===== src/verilog/slave_port_defs.svh =====
`ifndef SLAVE_PORT_DEFS_SVH
`define SLAVE_PORT_DEFS_SVH

// ****************************************
// Register offsets
// ****************************************
`define OFS_DATA_LATCH 8'h08
`define OFS_PIN_PORT 8'h09
`define OFS_IRQ_FLAGS 8'h0C
`define OFS_DATA_DIR 8'h88
`define OFS_CTRL_STATUS 8'h89
`define OFS_IRQ_ENABLES 8'h8C
`define OFS_ANALOG_CFG 8'h9F

// ****************************************
// Field positions
// ****************************************
`define CTRL_IN_FULL 7
`define CTRL_OUT_FULL 6
`define CTRL_OVERRUN 5
`define CTRL_MODE 4
`define IRQ_SLAVE_BIT 7
`define PIN_RD 0
`define PIN_WR 1
`define PIN_CS 2

// ****************************************
// Reset values
// ****************************************
`define RST_CTRL_STATUS 8'h07
`define RST_DATA_DIR 8'hFF
`define RST_IRQ_FLAGS 8'h00
`define RST_IRQ_ENABLES 8'h00
`define RST_ANALOG_CFG 4'h0
`define RST_LATCH 8'h00

// ****************************************
// Timing
// ****************************************
`define SYNC_STAGES 2

`endif


===== src/verilog/slave_port_pkg.sv =====
package slave_port_pkg;

    // Port E strobes seen in slave mode, all active low
    typedef struct packed {
        logic cs_n;
        logic wr_n;
        logic rd_n;
    } strobe_t;

    // Control and status register layout
    typedef struct packed {
        logic in_full_flag;
        logic out_full_flag;
        logic in_overrun_flag;
        logic slave_port_select;
        logic unused;
        logic [2:0] port_e_dir;
    } ctrl_t;

    // Four quarter phases of one instruction cycle
    typedef enum logic [3:0] {
        PH_FIRST = 4'h1,
        PH_SECOND = 4'h2,
        PH_THIRD = 4'h4,
        PH_FOURTH = 4'h8
    } phase_t;

    // Completion sequencer after a strobe ends
    typedef enum logic [2:0] {
        SEQ_IDLE = 3'h1,
        SEQ_WAIT_SECOND = 3'h2,
        SEQ_WAIT_FOURTH = 3'h4
    } seq_t;

endpackage : slave_port_pkg


===== src/verilog/pin_sync.sv =====
`timescale 1ns/1ns
`include "slave_port_defs.svh"

module pin_sync #(
    parameter int WIDTH = 11
) (
    // Clock, reset, enable
    input wire logic sys_clk,
    input wire logic rst_b,
    input wire logic clk_en,
    // Asynchronous levels in, synchronous levels out
    input wire logic [WIDTH-1:0] async_i,
    input wire logic [WIDTH-1:0] rst_val,
    output logic [WIDTH-1:0] sync_o
);

    // ****************************************
    // Per-bit two-stage synchroniser
    // ****************************************
    genvar gi;
    generate
        for (gi = 0; gi < WIDTH; gi++) begin : g_bit
            logic [`SYNC_STAGES-1:0] stage_q;
            // First stage feeds only the second
            // Reset loads the idle level, so no false strobe follows reset
            always_ff @(posedge sys_clk) begin
                if (!rst_b) begin
                    stage_q <= {`SYNC_STAGES{rst_val[gi]}};
                end else if (clk_en) begin
                    stage_q <= {stage_q[0], async_i[gi]};
                end
            end
            // Only the second stage is visible to logic
            assign sync_o[gi] = stage_q[1];
        end
    endgenerate

endmodule : pin_sync


===== src/verilog/slave_port_core.sv =====
// Implementation choice: the strobed register port.
`timescale 1ns/1ns
`include "slave_port_defs.svh"

module slave_port_core (
    // Clock and reset
    input wire logic sys_clk,
    input wire logic rst_b,
    input wire logic clk_en,
    // Register port
    input wire logic [7:0] reg_addr,
    input wire logic [7:0] reg_wdata,
    input wire logic reg_wr,
    input wire logic reg_rd,
    output logic [7:0] reg_rdata,
    // Data port pins
    input wire logic [7:0] data_pin_i,
    output logic [7:0] data_pin_o,
    output logic [7:0] data_pin_oe,
    // Port E pins: read, write, select strobes
    input wire logic [2:0] pe_pin_i,
    output logic [2:0] pe_pin_o,
    output logic [2:0] pe_pin_oe,
    // Interrupt request
    output logic irq_req
);

    // ****************************************
    // Pin synchronisation
    // ****************************************
    logic [10:0] pins_s;
    logic [7:0] data_s;
    slave_port_pkg::strobe_t strb_s;

    // Strobes and data share one sync so captured data lines up
    pin_sync #(
        .WIDTH(11)
    ) u_sync (
        .sys_clk(sys_clk),
        .rst_b(rst_b),
        .clk_en(clk_en),
        .async_i({pe_pin_i, data_pin_i}),
        .rst_val(11'h700),
        .sync_o(pins_s)
    );

    assign data_s = pins_s[7:0];
    assign strb_s.cs_n = pins_s[8 + `PIN_CS];
    assign strb_s.wr_n = pins_s[8 + `PIN_WR];
    assign strb_s.rd_n = pins_s[8 + `PIN_RD];

    // ****************************************
    // Registers
    // ****************************************
    slave_port_pkg::ctrl_t ctrl_q;
    logic [7:0] out_latch_q;
    logic [7:0] in_latch_q;
    logic [7:0] dir_q;
    logic [2:0] pe_out_q;
    logic [7:0] irq_flags_q;
    logic [7:0] irq_en_q;
    logic [3:0] analog_cfg_q;
    logic [7:0] rdata_q;
    logic ovr_read_seen_q;
    logic wr_act_q;
    logic rd_act_q;
    slave_port_pkg::phase_t ph_q;
    slave_port_pkg::seq_t wseq_q;
    slave_port_pkg::seq_t rseq_q;

    // ****************************************
    // Decode and strobe activity
    // ****************************************
    logic mode;
    logic wr_act;
    logic rd_act;
    logic wr_end;
    logic rd_begin;
    logic rd_end;
    logic wr_done;
    logic rd_done;
    logic fw_data_rd;
    logic fw_data_wr;
    logic fw_ctrl_wr;
    logic fw_flags_wr;

    assign mode = ctrl_q.slave_port_select;
    // Strobe counts only while selected
    assign wr_act = mode & ~strb_s.cs_n & ~strb_s.wr_n;
    assign rd_act = mode & ~strb_s.cs_n & ~strb_s.rd_n;
    // Either line rising ends the access
    assign wr_end = wr_act_q & ~wr_act;
    assign rd_end = rd_act_q & ~rd_act;
    assign rd_begin = rd_act & ~rd_act_q;
    assign fw_data_rd = reg_rd & (reg_addr == `OFS_DATA_LATCH);
    assign fw_data_wr = reg_wr & (reg_addr == `OFS_DATA_LATCH);
    assign fw_ctrl_wr = reg_wr & (reg_addr == `OFS_CTRL_STATUS);
    assign fw_flags_wr = reg_wr & (reg_addr == `OFS_IRQ_FLAGS);
    assign wr_done = (wseq_q == slave_port_pkg::SEQ_WAIT_FOURTH) &&
                     (ph_q == slave_port_pkg::PH_FOURTH);
    assign rd_done = (rseq_q == slave_port_pkg::SEQ_WAIT_FOURTH) &&
                     (ph_q == slave_port_pkg::PH_FOURTH);

    // Strobe activity history for edge detection
    always_ff @(posedge sys_clk) begin
        if (!rst_b) begin
            wr_act_q <= 1'b0;
            rd_act_q <= 1'b0;
        end else if (clk_en) begin
            wr_act_q <= wr_act;
            rd_act_q <= rd_act;
        end
    end

    // ****************************************
    // Quarter phase generator
    // ****************************************
    always_ff @(posedge sys_clk) begin
        if (!rst_b) begin
            ph_q <= slave_port_pkg::PH_FIRST;
        end else if (clk_en) begin
            unique case (ph_q)
                slave_port_pkg::PH_FIRST: ph_q <= slave_port_pkg::PH_SECOND;
                slave_port_pkg::PH_SECOND: ph_q <= slave_port_pkg::PH_THIRD;
                slave_port_pkg::PH_THIRD: ph_q <= slave_port_pkg::PH_FOURTH;
                slave_port_pkg::PH_FOURTH: ph_q <= slave_port_pkg::PH_FIRST;
                default: ph_q <= slave_port_pkg::PH_FIRST;
            endcase
        end
    end

    // ****************************************
    // Completion sequencers
    // ****************************************
    // A second phase must pass before the fourth counts
    function automatic slave_port_pkg::seq_t seq_next(
        input slave_port_pkg::seq_t cur,
        input logic start,
        input slave_port_pkg::phase_t ph
    );
        slave_port_pkg::seq_t nxt;
        nxt = cur;
        unique case (cur)
            slave_port_pkg::SEQ_IDLE: begin
                if (start) begin
                    nxt = slave_port_pkg::SEQ_WAIT_SECOND;
                end
            end
            slave_port_pkg::SEQ_WAIT_SECOND: begin
                if (ph == slave_port_pkg::PH_SECOND) begin
                    nxt = slave_port_pkg::SEQ_WAIT_FOURTH;
                end
            end
            slave_port_pkg::SEQ_WAIT_FOURTH: begin
                if (ph == slave_port_pkg::PH_FOURTH) begin
                    nxt = slave_port_pkg::SEQ_IDLE;
                end
            end
            default: nxt = slave_port_pkg::SEQ_IDLE;
        endcase
        return nxt;
    endfunction : seq_next

    // Write and read completions run independently
    always_ff @(posedge sys_clk) begin
        if (!rst_b) begin
            wseq_q <= slave_port_pkg::SEQ_IDLE;
            rseq_q <= slave_port_pkg::SEQ_IDLE;
        end else if (clk_en) begin
            wseq_q <= seq_next(wseq_q, wr_end, ph_q);
            rseq_q <= seq_next(rseq_q, rd_end, ph_q);
        end
    end

    // ****************************************
    // Data latches
    // ****************************************
    // Input latch overwritten even when still full
    always_ff @(posedge sys_clk) begin
        if (!rst_b) begin
            in_latch_q <= `RST_LATCH;
        end else if (clk_en && wr_end) begin
            in_latch_q <= data_s;
        end
    end

    // Output latch written by firmware only
    always_ff @(posedge sys_clk) begin
        if (!rst_b) begin
            out_latch_q <= `RST_LATCH;
        end else if (clk_en && fw_data_wr) begin
            out_latch_q <= reg_wdata;
        end
    end

    // Plain direction and port E latches
    always_ff @(posedge sys_clk) begin
        if (!rst_b) begin
            dir_q <= `RST_DATA_DIR;
            pe_out_q <= 3'h0;
            analog_cfg_q <= `RST_ANALOG_CFG;
        end else if (clk_en && reg_wr) begin
            if (reg_addr == `OFS_DATA_DIR) begin
                dir_q <= reg_wdata;
            end
            if (reg_addr == `OFS_PIN_PORT) begin
                pe_out_q <= reg_wdata[2:0];
            end
            if (reg_addr == `OFS_ANALOG_CFG) begin
                analog_cfg_q <= reg_wdata[3:0];
            end
        end
    end

    // ****************************************
    // Control and status register
    // ****************************************
    // Input-full and overrun: hardware set beats firmware clear; output-full: read clear beats firmware set
    always_ff @(posedge sys_clk) begin
        if (!rst_b) begin
            ctrl_q <= `RST_CTRL_STATUS;
        end else if (clk_en) begin
            if (fw_ctrl_wr) begin
                ctrl_q.slave_port_select <= reg_wdata[`CTRL_MODE];
                ctrl_q.port_e_dir <= reg_wdata[2:0];
            end
            if (!mode) begin
                ctrl_q.in_full_flag <= 1'b0;
            end else if (wr_done) begin
                ctrl_q.in_full_flag <= 1'b1;
            end else if (fw_data_rd) begin
                ctrl_q.in_full_flag <= 1'b0;
            end
            if (!mode || rd_begin || rd_act) begin
                ctrl_q.out_full_flag <= 1'b0;
            end else if (fw_data_wr) begin
                ctrl_q.out_full_flag <= 1'b1;
            end
            if (wr_done && ctrl_q.in_full_flag) begin
                ctrl_q.in_overrun_flag <= 1'b1;
            end else if (fw_ctrl_wr && !reg_wdata[`CTRL_OVERRUN] &&
                         ovr_read_seen_q) begin
                ctrl_q.in_overrun_flag <= 1'b0;
            end
        end
    end

    // Remembers a data read since the overrun arose
    always_ff @(posedge sys_clk) begin
        if (!rst_b) begin
            ovr_read_seen_q <= 1'b0;
        end else if (clk_en) begin
            if (wr_done && ctrl_q.in_full_flag) begin
                ovr_read_seen_q <= 1'b0;
            end else if (fw_data_rd) begin
                ovr_read_seen_q <= 1'b1;
            end
        end
    end

    // ****************************************
    // Interrupt flags and enables
    // ****************************************
    // Completion beats a same-cycle firmware clear
    always_ff @(posedge sys_clk) begin
        if (!rst_b) begin
            irq_flags_q <= `RST_IRQ_FLAGS;
        end else if (clk_en) begin
            if (fw_flags_wr) begin
                irq_flags_q <= reg_wdata;
            end
            if (wr_done || rd_done) begin
                irq_flags_q[`IRQ_SLAVE_BIT] <= 1'b1;
            end
        end
    end

    always_ff @(posedge sys_clk) begin
        if (!rst_b) begin
            irq_en_q <= `RST_IRQ_ENABLES;
        end else if (clk_en && reg_wr &&
                     reg_addr == `OFS_IRQ_ENABLES) begin
            irq_en_q <= reg_wdata;
        end
    end

    // Registered request, masked by the enable bit
    always_ff @(posedge sys_clk) begin
        if (!rst_b) begin
            irq_req <= 1'b0;
        end else if (clk_en) begin
            irq_req <= irq_flags_q[`IRQ_SLAVE_BIT] &
                       irq_en_q[`IRQ_SLAVE_BIT];
        end
    end

    // ****************************************
    // Register read port
    // ****************************************
    // Unmapped offsets read zero; data one cycle later
    always_ff @(posedge sys_clk) begin
        if (!rst_b) begin
            rdata_q <= 8'h00;
        end else if (clk_en) begin
            rdata_q <= 8'h00;
            if (reg_rd) begin
                unique case (reg_addr)
                    `OFS_DATA_LATCH: begin
                        if (!mode || wr_act) begin
                            rdata_q <= data_s;
                        end else begin
                            rdata_q <= in_latch_q;
                        end
                    end
                    `OFS_PIN_PORT: rdata_q <= {5'h00, pins_s[10:8]};
                    `OFS_IRQ_FLAGS: rdata_q <= irq_flags_q;
                    `OFS_DATA_DIR: rdata_q <= dir_q;
                    `OFS_CTRL_STATUS: rdata_q <= {ctrl_q[7:4], 1'b0,
                                                  ctrl_q[2:0]};
                    `OFS_IRQ_ENABLES: rdata_q <= irq_en_q;
                    `OFS_ANALOG_CFG: rdata_q <= {4'h0, analog_cfg_q};
                    default: rdata_q <= 8'h00;
                endcase
            end
        end
    end

    assign reg_rdata = rdata_q;

    // ****************************************
    // Pin drivers
    // ****************************************
    // Latch goes straight out, so a write during a read passes through
    assign data_pin_o = out_latch_q;
    // Slave mode: direction register ignored, master steers
    assign data_pin_oe = mode ? {8{rd_act}} : ~dir_q;
    assign pe_pin_o = pe_out_q;
    // Strobe pins never driven in slave mode, whatever software did
    assign pe_pin_oe = mode ? 3'h0 : ~ctrl_q.port_e_dir;
endmodule : slave_port_core


===== config.mk =====
export PLATFORM = sky130hd
export DESIGN_NAME = slave_port_core
export DESIGN_NICKNAME = d
export VERILOG_FILES = /design/src/verilog/slave_port_pkg.sv /design/src/verilog/pin_sync.sv /design/src/verilog/slave_port_core.sv
export VERILOG_INCLUDE_DIRS = /design/src /design/src/verilog
export SDC_FILE = /design/constraint.sdc
export NUM_CORES = 1
export LEC_CHECK = 0
export ABC_AREA = 1
export BUFFER_PORTS_ARGS = -buffer_cell sky130_fd_sc_hd__buf_2
export CAP_MARGIN = 40
export CORE_MARGIN = 2
export CORE_UTILIZATION = 32
export DETAILED_ROUTE_END_ITERATION = 6
export PLACE_DENSITY = 0.58
export SETUP_SLACK_MARGIN = 0.4
export SLEW_MARGIN = 10
export SYNTH_ARGS = -nofsm -noshare
export SYNTH_HDL_FRONTEND = slang
export SYNTH_SLANG_ARGS = --single-unit
export TNS_END_PERCENT = 50

===== constraint.sdc =====
create_clock -name sys_clk -period 3.8 [get_ports sys_clk]
set_input_delay 0.19 -clock sys_clk [delete_from_list [all_inputs] [get_ports sys_clk]]
set_output_delay 0.19 -clock sys_clk [all_outputs]
set_load 0.01 [all_outputs]

==> results_dict.tcl, run 1 <==
set metrics [dict create \
    ir_drop_v 0.000254 \
    drive_gt1_share_pct 17.5 \
    dr.first_iter.drc_count 290 \
    mostFrequentLayoutCells "98 x dfxtp_1, 84 x nand2_1, 83 x o21ai_0" \
    overflow 0 \
    gr-usage-met3_pct 4.12 \
    hold_viol 0 \
    routedWlPerCell_um 14.1 \
    drc_errors 0 \
    netlist-cell-type-count 31 \
    synthFlopType "dfxtp_1" \
    io_pins 63 \
    switchingPower_mw 0.567 \
    clkPwrFrac_pct 43.4 \
    die_y_um 122 \
    num_rows 43 \
    critical_path_required_ns 3.61 \
    cp_top_family "flip-flops" \
    total_power_mw 2.34 \
    root_buffer "clkbuf_16" \
    final_nets 697 \
    ys_seq_area_share_pct 44.2 \
    max-slew-margin-rel_pct 52.5 \
    status "completed" \
    cts_tree "done" \
    rsz0062_at_grt "false" \
    utilization_pct 37.9 \
    gp_routability_congestion 0.897 \
    fin_tns_setup_ns 0 \
    start_util_pct 32.4 \
    skew_ns 0.00673 \
    die_w_um 122 \
    grt_usage_pct 16.8 \
    ant_nets 0 \
    finalSetupViolations 0 \
    syn-num-nets 651 \
    grt_pass1_wl_um 19400 \
    vias 4136 \
    layout_commonest_cell "dfxtp_1" \
    worst-path-buf-inv 1 \
    maxCapViolCount 0 \
    fin_crit_sh_pct 55.9 \
    gr-usage-met2_pct 27.9 \
    endpoint "data_pin_oe[5]" \
    numCtsBuffers 9 \
    timing.reg2reg.setup_slack_ns 1.83 \
    routed_wl_um 11900 \
    critical_path_class "reg -> out" \
    final.setup.worst_slack_ns 1.68 \
    cts_sinks 98 \
    drtPass1Iterations 5 \
    postSynthCellCount 619 \
    met1_usage_pct 21.4 \
    power_frac_comb_pct 9.8 \
    ys_seq_elements 98 \
    powerDensity_mw_per_mm2 450 \
    leakage_nw 2.33 \
    hpwlAfterDp_um 8540 \
    swShare_pct 24.2 \
    p_int_mw 1.77 \
    place_ws_ns 1.83 \
    worstPathCellList "nand3b_1 -> o21ai_0 -> buf_2" \
    cts_hold_buf 0 \
    crit_fanout 17 \
    startpoint "mode" \
    async_reset_ff_share_pct 0 \
    r2r-start "mode" \
    netlist_area_mm2 0.00444 \
    holdCritPathClass "in -> reg" \
    portBuffers 62 \
    grt_max_degree 80 \
    cp_slowest_stage_delay_ns 0.69 \
    min_period_ns 2.12 \
    reg2reg_depth 7 \
    antenna_found_initial 0 \
    clk_pin_slew_ns 0.06 \
    critPathLaunchType "flip-flop" \
    syn_area_per_cell_um2 7.17 \
    cts_setup_buffers 0 \
    post_cts_resized 0 \
    synth_edf_count 0 \
    htree_levels 3 \
    area_delta_synth_final_pct 17.2 \
    r2r_end "rseq_q[1]" \
    busiest_layer "met2" \
    tightest_slew_ns 0.713 \
    slowest_stage "dfxtp_1" \
    max_freq_ghz 0.471 \
    yosys_warnings 0 \
    pwr-share-seq_pct 46.8 \
    slew_viol_final 0 \
    cts.path.max_buffers 2 \
    cp-end-kind "primary output" \
    viasPerCell 4.87 \
    die-area_mm2 0.0148 \
    n_antenna_cell 0 \
    clk_latency_ns 0.35 \
    fin_hold_ws_ns 0.0484 \
    cp.depth 3 \
    cp.arrival_ns 1.93 \
    first_global_vias 3923 \
    coreArea_mm2 0.0137 \
]
metrics by stage:
stage	cell area [um2]	std cells
after CTS	5200	850
after global placement	4840	833
after global routing	5200	850
after floorplan	4440	619
after detailed placement	4860	834
final	5200	850
flip-flops by register name (all words and copies together) (netlist names):
name                  cells
analog_cfg_q              4
ctrl_q                    6
data_pin_o                8
dir_q                     8
in_latch_q                8
irq_en_q                  8
irq_flags_q               8
irq_req                   1
mode                      1
ovr_read_seen_q           1
pe_pin_o                  3
ph_q                      4
rd_act_q                  1
reg_rdata                 8
rseq_q                    3
u_sync.g_bit.stage_q     22
wr_act_q                  1
wseq_q                    3
cell type report:
class | instances | area (um2)
multi-input cells | 417 | 2050
well taps | 180 | 225
clock inverters | 4 | 72.6
repair buffers | 64 | 345
fillers | 1463 | 8520
flip-flops and latches | 98 | 1960
clock buffers | 12 | 267
inverters | 75 | 282
layer usage:
| metal | routed length (um) | share of wire (%) |
|---|---|---|
| met1 | 5510 | 46 |
| met5 | 0 | 0 |
| met3 | 637 | 5.3 |
| met2 | 5530 | 46 |
| met4 | 275 | 2.3 |
cell usage after synthesis, types with 2 or more instances:
cell,instances,area (um2)
dfxtp_1,98,1960
nand2_1,84,315
o21ai_0,83,415
nor2_1,79,297
inv_1,67,251
a21oi_1,65,325
nand3_1,55,275
clkbuf_1,16,60.1
nand2_2,9,56.3
buf_2,8,40.0
inv_2,7,26.3
nor3_1,6,30.0
nor2_4,5,56.3
o21ai_1,5,25.0
nor2_2,4,25.0
buf_4,3,22.5
nand2_4,3,33.8
o211ai_1,3,22.5
o211ai_2,3,37.5
buf_6,2,22.5
nand3b_1,2,15.0
nand4_1,2,12.5
nor2_8,2,40.0
worst min-delay path by stage:
stage / startpoint / end / slack (ns) / cells past startpoint
global route: data_pin_i[6] / u_sync.g_bit[6].stage_q[0] / 0.06 / 3
floorplan: pe_pin_i[2] / u_sync.g_bit[10].stage_q[0] / 0.32 / 2
finish: pe_pin_i[2] / u_sync.g_bit[10].stage_q[0] / 0.05 / 3
CTS: pe_pin_i[2] / u_sync.g_bit[10].stage_q[0] / 0.04 / 3
detailed placement: pe_pin_i[2] / u_sync.g_bit[10].stage_q[0] / 0.40 / 3
global placement: pe_pin_i[1] / u_sync.g_bit[9].stage_q[0] / 0.40 / 3
logic make-up after synthesis:
family	share of synthesized area [%]
AO/OA/AOI/OAI	19.7
flip-flops	44.2
buffers and inverters	9.61
AND/OR/NAND/NOR	26.5
power groups by stage:
stage	Sequential [mW]	Combinational [mW]	Clock, mW
final	1.10	0.230	1.01
after detailed placement	1.12	0.226	0
after CTS	1.09	0.229	1.04
after floorplan	1.11	0.163	0
after global routing	1.10	0.257	1.08
after global placement	1.12	0.213	0
worst min-delay path, delay by kind of cell:
family,cells,cell delay (ns)
buf+inv,1,0.07
simple gates,2,0.10
Note: power is estimated with default switching activity, not from simulation.
==> run 2: changes to the inputs <==
--- a/config.mk
+++ b/config.mk
@@ -12,7 +12,7 @@
 export CORE_MARGIN = 2
 export CORE_UTILIZATION = 32
 export DETAILED_ROUTE_END_ITERATION = 6
-export PLACE_DENSITY = 0.58
+export PLACE_DENSITY = 0.59
 export SETUP_SLACK_MARGIN = 0.4
 export SLEW_MARGIN = 10
 export SYNTH_ARGS = -nofsm -noshare
==> constraint.sdc (replaced) <==
create_clock -name sys_clk -period 1.7 [get_ports sys_clk]
set_input_delay 0.085 -clock sys_clk [delete_from_list [all_inputs] [get_ports sys_clk]]
set_output_delay 0.085 -clock sys_clk [all_outputs]
set_load 0.01 [all_outputs]
==> run 2 against run 1 <==
Clock power increased by 140%. Combinational power increased by 150%. Routed wire length increased by 4.4%. Count of clock-buffer cells in the layout decreased by 2. Utilization increased by 2.5 points. Hold slack got worse by 0.033 ns. Power increased by 130%. Sequential share of layout area decreased by 2.2 points. Register-to-register slack got worse by 1.5 ns. Critical path type unchanged.
==> results_dict.tcl, run 2 (synthesized netlist as in run 1, its figures left out) <==
set metrics [dict create \
    first_global_vias 4032 \
    min_path_cells 3 \
    max-slew-margin-rel_pct 69.7 \
    leakage_nw 2.47 \
    n_antenna_cell 0 \
    busiest_layer "met2" \
    rsz0062_at_grt "true" \
    final_nets 726 \
    dr.first_iter.drc_count 227 \
    cts.path.max_buffers 2 \
    slew_viol_final 0 \
    drc_errors 0 \
    clk_latency_ns 0.35 \
    cp.depth 5 \
    met1_usage_pct 21.7 \
    regArea_mm2 0.00197 \
    status "completed" \
    antenna_found_initial 0 \
    max_freq_ghz 0.697 \
    grt_pass1_wl_um 19900 \
    fin_crit_sh_pct 84.4 \
    mostFrequentLayoutCells "95 x dfxtp_1, 80 x nand2_1, 76 x nor2_1" \
    cp_top_family "buffers and inverters" \
    gp_routability_congestion 0.840 \
    finalSetupViolations 0 \
    maxCapViolCount 0 \
    root_buffer "clkbuf_16" \
    vias 4213 \
    htree_levels 3 \
    fin_hold_ws_ns 0.0156 \
    hold_end "dir_q[4]" \
    grt_usage_pct 17.3 \
    gr-usage-met3_pct 2.86 \
    r2r_end "wseq_q[0]" \
    slowest_stage "dfxtp_4" \
    worstPathCellList "buf_8 -> nand3b_1 -> buf_6 -> o21ai_1 -> buf_2" \
    largest_reg_flops 22 \
    worst-path-buf-inv 3 \
    start_util_pct 32.4 \
    critical_path_required_ns 1.62 \
    dp.cells 849 \
    final.setup.worst_slack_ns 0.266 \
    place_ws_ns 0.207 \
    hold_viol 0 \
    instances_no_fill 879 \
    reg2reg_depth 7 \
    cp-end-kind "primary output" \
    portBuffers 62 \
    die_y_um 122 \
    cp.arrival_ns 1.35 \
    timing.reg2reg.setup_slack_ns 0.35 \
    skew_ns 0.0111 \
    hpwlAfterDp_um 9110 \
    numCtsBuffers 9 \
    utilization_pct 40.5 \
    die_w_um 122 \
    min-delay-start "reg_wdata[4]" \
    critPathLaunchType "flip-flop" \
    routed_wl_um 12500 \
    gr-usage-met2_pct 29.1 \
    drive_gt1_share_pct 22.0 \
    overflow 0 \
    ant_nets 0 \
    num_rows 43 \
    top_register "u_sync.g_bit.stage_q" \
    tightest_slew_ns 0.452 \
    ir_drop_v 0.000570 \
    viasPerCell 4.79 \
    r2r-start "mode" \
    fin_tns_setup_ns 0 \
    die-area_mm2 0.0148 \
    coreArea_mm2 0.0137 \
    grt_max_degree 80 \
    crit_fanout 9 \
    area_delta_synth_final_pct 25.1 \
    holdCritPathClass "in -> reg" \
    cts_tree "done" \
    final_cell_area_mm2 0.00555 \
    multi_input_area_mm2 0.00212 \
    nFillCells 1407 \
    powerDensity_mw_per_mm2 975 \
    clk_pin_slew_ns 0.07 \
    min_period_ns 1.43 \
    cp_slowest_stage_delay_ns 0.38 \
    cts_sinks 98 \
    routedWlPerCell_um 14.2 \
    critical_path_class "reg -> out" \
    total_power_mw 5.41 \
    drtPass1Iterations 4 \
    dpl_cell_area_mm2 0.00498 \
    io_pins 63 \
    layout_commonest_cell "dfxtp_1" \
]
==> run 2: cell types whose count changed in the layout (fill, tap and decap cells not counted), moves of 3 or more <==
cell           previous run  this run
buf_4                     1        14
nand3_2                   1         4
nor2_1                   79        76
nand2_1                  84        80
o21ai_1                   5        13
dlygate4sd3_1             0        11
dfxtp_1                  98        95
nand2_2                   9        13
nand3_1                  55        52
o21ai_0                  83        74
==> run 2: how the worst max path moves through the flow <==
| stage | from | to | slack [ns] |
|---|---|---|---|
| after floorplan | mode | rseq_q[2] | 0.44 |
| after global placement | reg_addr[6] | reg_rdata[2] | 0.22 |
| after detailed placement | reg_addr[6] | reg_rdata[2] | 0.21 |
| after CTS | mode | data_pin_oe[7] | 0.27 |
| after global routing | mode | data_pin_oe[5] | 0.20 |
| final | mode | data_pin_oe[7] | 0.27 |
==> run 2: tightest hold or removal path, stage by stage <==
cell and delay [ns]:
buf_2 0.12, nand2_1 0.06, nand3_1 0.08
==> run 2: repair_timing <==
action | in CTS | in global routing
resized for setup | 14 | 22
pin swaps | 2 | 15
cloned | 0 | 1
hold endpoints to repair | 11 | 0
buffers inserted | 1 | 1
setup endpoints to repair | 30 | 33
hold buffers | 11 | 0
==> run 2: power by group <==
group	internal [mW]	switching, mW
clock network	1.48	0.920
registers	2.39	0.0575
logic	0.200	0.365
==> run 2: final cells by class <==
type | instances | share of cell area (%)
Sequential cell | 98 | 35.5
Clock inverter | 6 | 2.01
Timing Repair Buffer | 92 | 10.9
Inverter | 75 | 5.07
Clock buffer | 10 | 4.30
Tap cell | 180 | 4.06
Multi-Input combinational cell | 418 | 38.2
==> run 2: layer usage <==
| layer | vias up | share of wire, % |
|---|---|---|
| li1 | 2178 | - |
| met1 | 1931 | 46 |
| met2 | 79 | 48 |
| met3 | 25 | 3.8 |
| met4 | 0 | 3.0 |
| met5 | - | 0 |
==> run 3: changes to the inputs <==
--- a/config.mk
+++ b/config.mk
@@ -6,7 +6,7 @@
 export SDC_FILE = /design/constraint.sdc
 export NUM_CORES = 1
 export LEC_CHECK = 0
-export ABC_AREA = 1
+export ABC_AREA = 0
 export BUFFER_PORTS_ARGS = -buffer_cell sky130_fd_sc_hd__buf_2
 export CAP_MARGIN = 40
 export CORE_MARGIN = 2
==> constraint.sdc (replaced) <==
create_clock -name sys_clk -period 1.28 [get_ports sys_clk]
set_input_delay 0.064 -clock sys_clk [delete_from_list [all_inputs] [get_ports sys_clk]]
set_output_delay 0.064 -clock sys_clk [all_outputs]
set_load 0.01 [all_outputs]
==> run 3 against run 2 <==
The run now ends with setup timing left. Combinational power increased by 20%. Sequential cell count unchanged. Clock skew decreased by 0.0046 ns. Clock power increased by 9.6%. Utilization increased by 8.5 points. Global-route usage increased by 1.2 points. Die area increased by 1.9%. Count of clock-buffer cells in the layout decreased by 1. Routed wire length increased by 9.4%. Sequential power increased by 27%. Critical path depth unchanged. Sequential share of layout area decreased by 5.8 points. Critical path type is now reg -> reg. Critical endpoint is now reg_rdata[6].
==> results_dict.tcl, run 3 <==
set metrics [dict create \
    powerDensity_mw_per_mm2 949 \
    ys_seq_area_share_pct 43.4 \
    met2WireLength_um 6560 \
    synthAdderAreaFrac_pct 0 \
    htree_levels 3 \
    fin_crit_sh_pct 110 \
    r2r_end "reg_rdata[6]" \
    overflow 0 \
    r2r-start "u_sync.g_bit[10].stage_q[1]" \
    syn-num-nets 521 \
    netlist_area_mm2 0.00453 \
    final.setup.worst_slack_ns -0.127 \
    worstPathCellList "o21ai_4 -> buf_4 -> mux2_4 -> a22oi_2 -> o21ai_1" \
    largest_reg_flops 22 \
    routedWlPerCell_um 16.7 \
    finalSetupViolations 35 \
    hpwlAfterDp_um 9380 \
    coreArea_mm2 0.0138 \
    root_buffer "clkbuf_16" \
    critical_path_required_ns 1.51 \
    start_util_pct 32.7 \
    slew_viol_final 0 \
    synth_compound_area_share_pct 11.4 \
    drive_gt1_share_pct 42.7 \
    synthFlopType "dfxtp_1" \
    mostFrequentLayoutCells "78 x mux2i_1, 75 x nor2_1, 73 x dfxtp_1" \
    netlist-cell-type-count 60 \
    drc_errors 0 \
    drt-met1-wl_um 6090 \
    skew_ns 0.00649 \
    yosys-top-cells-area "dfxtp_1 43%, mux2i_1 18%, nor2_1 6.5%, nand2_1 3.6%, nand3b_1 2.3%" \
    area_delta_synth_final_pct 49.5 \
    vias 4222 \
    max-slew-margin-rel_pct 66.5 \
    clk_pin_slew_ns 0.07 \
    grt_pass1_wl_um 21500 \
    async_reset_ff_share_pct 0 \
    wl_met3_um 716 \
    num_rows 43 \
    swShare_pct 26.0 \
    viasPerCell 5.17 \
    endpoint "reg_rdata[6]" \
    clk_latency_ns 0.36 \
    first_global_vias 4191 \
    cp-end-kind "flip-flop" \
    antenna_found_initial 0 \
    p_int_mw 4.75 \
    cts.path.max_buffers 2 \
    slowest_stage "dfxtp_4" \
    io_pins 63 \
    yosysMostFrequentCell "dfxtp_1" \
    yosys.area_share.simple_pct 21.3 \
    tightest_slew_ns 0.503 \
    drtPass1Iterations 5 \
    critPathLaunchType "flip-flop" \
    yosysTopAreaCell "dfxtp_1" \
    grt_max_degree 47 \
    timing.reg2reg.setup_slack_ns -0.13 \
    cp_slowest_stage_delay_ns 0.38 \
    clkPwrFrac_pct 41.0 \
    layout_commonest_cell "mux2i_1" \
    power_frac_comb_pct 10.5 \
    critical_path_class "reg -> reg" \
    crit_fanout 6 \
    die-area_mm2 0.0151 \
    pwr-share-seq_pct 48.5 \
    dr.first_iter.drc_count 240 \
    n_antenna_cell 0 \
    fin_tns_setup_ns -2.62 \
    cp.arrival_ns 1.64 \
    muxShareOfSynthArea_pct 19.6 \
    violations "setup timing" \
    startpoint "u_sync.g_bit[10].stage_q[1]" \
    routed_wl_um 13600 \
    synth_top_cell_area_share_pct 43.4 \
    postSynthCellCount 489 \
    synth_xor_area_share_pct 0.387 \
    ant_nets 0 \
    min-delay-start "reg_wdata[7]" \
    portBuffers 62 \
    min_path_cells 3 \
    die_y_um 123 \
    rsz0062_at_grt "true" \
    syn_area_per_cell_um2 9.25 \
    final_nets 664 \
    ys_seq_elements 98 \
    holdCritPathClass "in -> reg" \
    cts_tree "done" \
    top_register "u_sync.g_bit.stage_q" \
    ir_drop_v 0.000785 \
    die_w_um 123 \
    gp_routability_congestion 0.853 \
    cts_sinks 98 \
    status "finished, violations left" \
    synth_top_family_by_area "simple AND/OR/NAND/NOR gates" \
    synth_common_cells "98 x dfxtp_1, 82 x mux2i_1, 78 x nor2_1" \
    min_period_ns 1.41 \
    max_freq_ghz 0.711 \
    leakage_nw 2.86 \
    reg2reg_depth 5 \
    hold_viol 0 \
    numCtsBuffers 9 \
    yosys_warnings 0 \
    switchingPower_mw 1.67 \
    place_ws_ns -0.435 \
    grt_usage_pct 18.6 \
    synth_edf_count 0 \
    highest_layer "met4" \
    maxCapViolCount 0 \
]
==> run 3: cell types whose count changed in the layout (fill, tap and decap cells not counted), moves of 9 or more <==
| cell | delta |
|---|---|
| nand2_1 | -42 |
| buf_4 | +46 |
| buf_2 | -25 |
| dfxtp_2 | +18 |
| nand2_2 | -11 |
| a21oi_1 | -58 |
| inv_1 | -59 |
| o21ai_0 | -72 |
| mux2i_1 | +78 |
| nand3_1 | -50 |
| nand3b_1 | +12 |
| buf_6 | +46 |
| o21ai_1 | -9 |
| dfxtp_1 | -22 |
==> run 3: logic make-up (layout without fill, tap and decap cells) <==
| family | Yosys count | after routing |
|---|---|---|
| and+or+nand+nor | 189 | 190 |
| buffers and inverters | 41 | 188 |
| muxes | 88 | 88 |
| AOI/OAI and AO/OA | 71 | 71 |
| xor gates and xnor gates | 2 | 2 |
| DFF | 98 | 98 |
==> run 3: metal layers <==
metal  vias up  GRT usage, %
met3        17          4.24
met2       115          30.1
li1       2039             -
met5         -             0
met1      2051          24.3
met4         0          6.47
==> run 3: worst min path at each step <==
stage | endpoint | slack [ns]
after detailed placement | u_sync.g_bit[9].stage_q[0] | 0.30
after CTS | dir_q[4] | 0.002
after global placement | u_sync.g_bit[9].stage_q[0] | 0.30
after floorplan | dir_q[0] | 0.19
after global routing | dir_q[7] | 0.007
final | dir_q[7] | 0.01
==> run 3: power by group through the flow <==
stage / combinational [mW] / clock [mW] / sequential, mW
after floorplan: 0.290 / 0 / 3.18
after global placement: 0.522 / 0 / 3.19
after detailed placement: 0.534 / 0 / 3.19
after CTS: 0.641 / 2.70 / 3.12
after global routing: 0.720 / 2.83 / 3.12
final: 0.674 / 2.63 / 3.12
==> run 3: through the flow <==
stage / power [mW] / instance area (um2) / hold slack (ns) / instances / util [%]
2_1_floorplan: 3.47 / 4660 / 0.189 / 489 / -
3_3_place_gp: 3.71 / 5540 / 0.300 / 768 / 40.1
3_5_place_dp: 3.72 / 5540 / 0.302 / 768 / 40.1
4_1_cts: 6.46 / 6520 / 0.00162 / 810 / 47.2
5_1_grt: 6.67 / 6770 / 0.00705 / 817 / 48.9
6_report: 6.42 / 6770 / 0.0138 / 817 / 48.9
==> run 3: area by class of cell <==
cell class	instances	area, um2
Sequential cell	98	2010
Clock buffer	9	225
Clock inverter	7	60.1
Fill cell	1272	7060
Inverter	7	26.3
Multi-Input combinational cell	351	2800
Tap cell	180	225
Timing Repair Buffer	165	1420
==> run 3: timing repair <==
action                                  4_1_cts  5_1_grt
buffers inserted                             11        7
resized for setup                           132       48
cloned                                        2        0
pin swaps                                    38       24
endpoints found under the setup margin      106      107
hold buffers                                 13        0
hold endpoints to repair                     14        0
==> run 3: worst max-delay path, delay by kind of cell, from the launching register on <==
family	cells	cell delay, ns
AOI/OAI and AO/OA	3	0.45
buffers and inverters	1	0.15
muxes	1	0.30
DFF	1	0.38
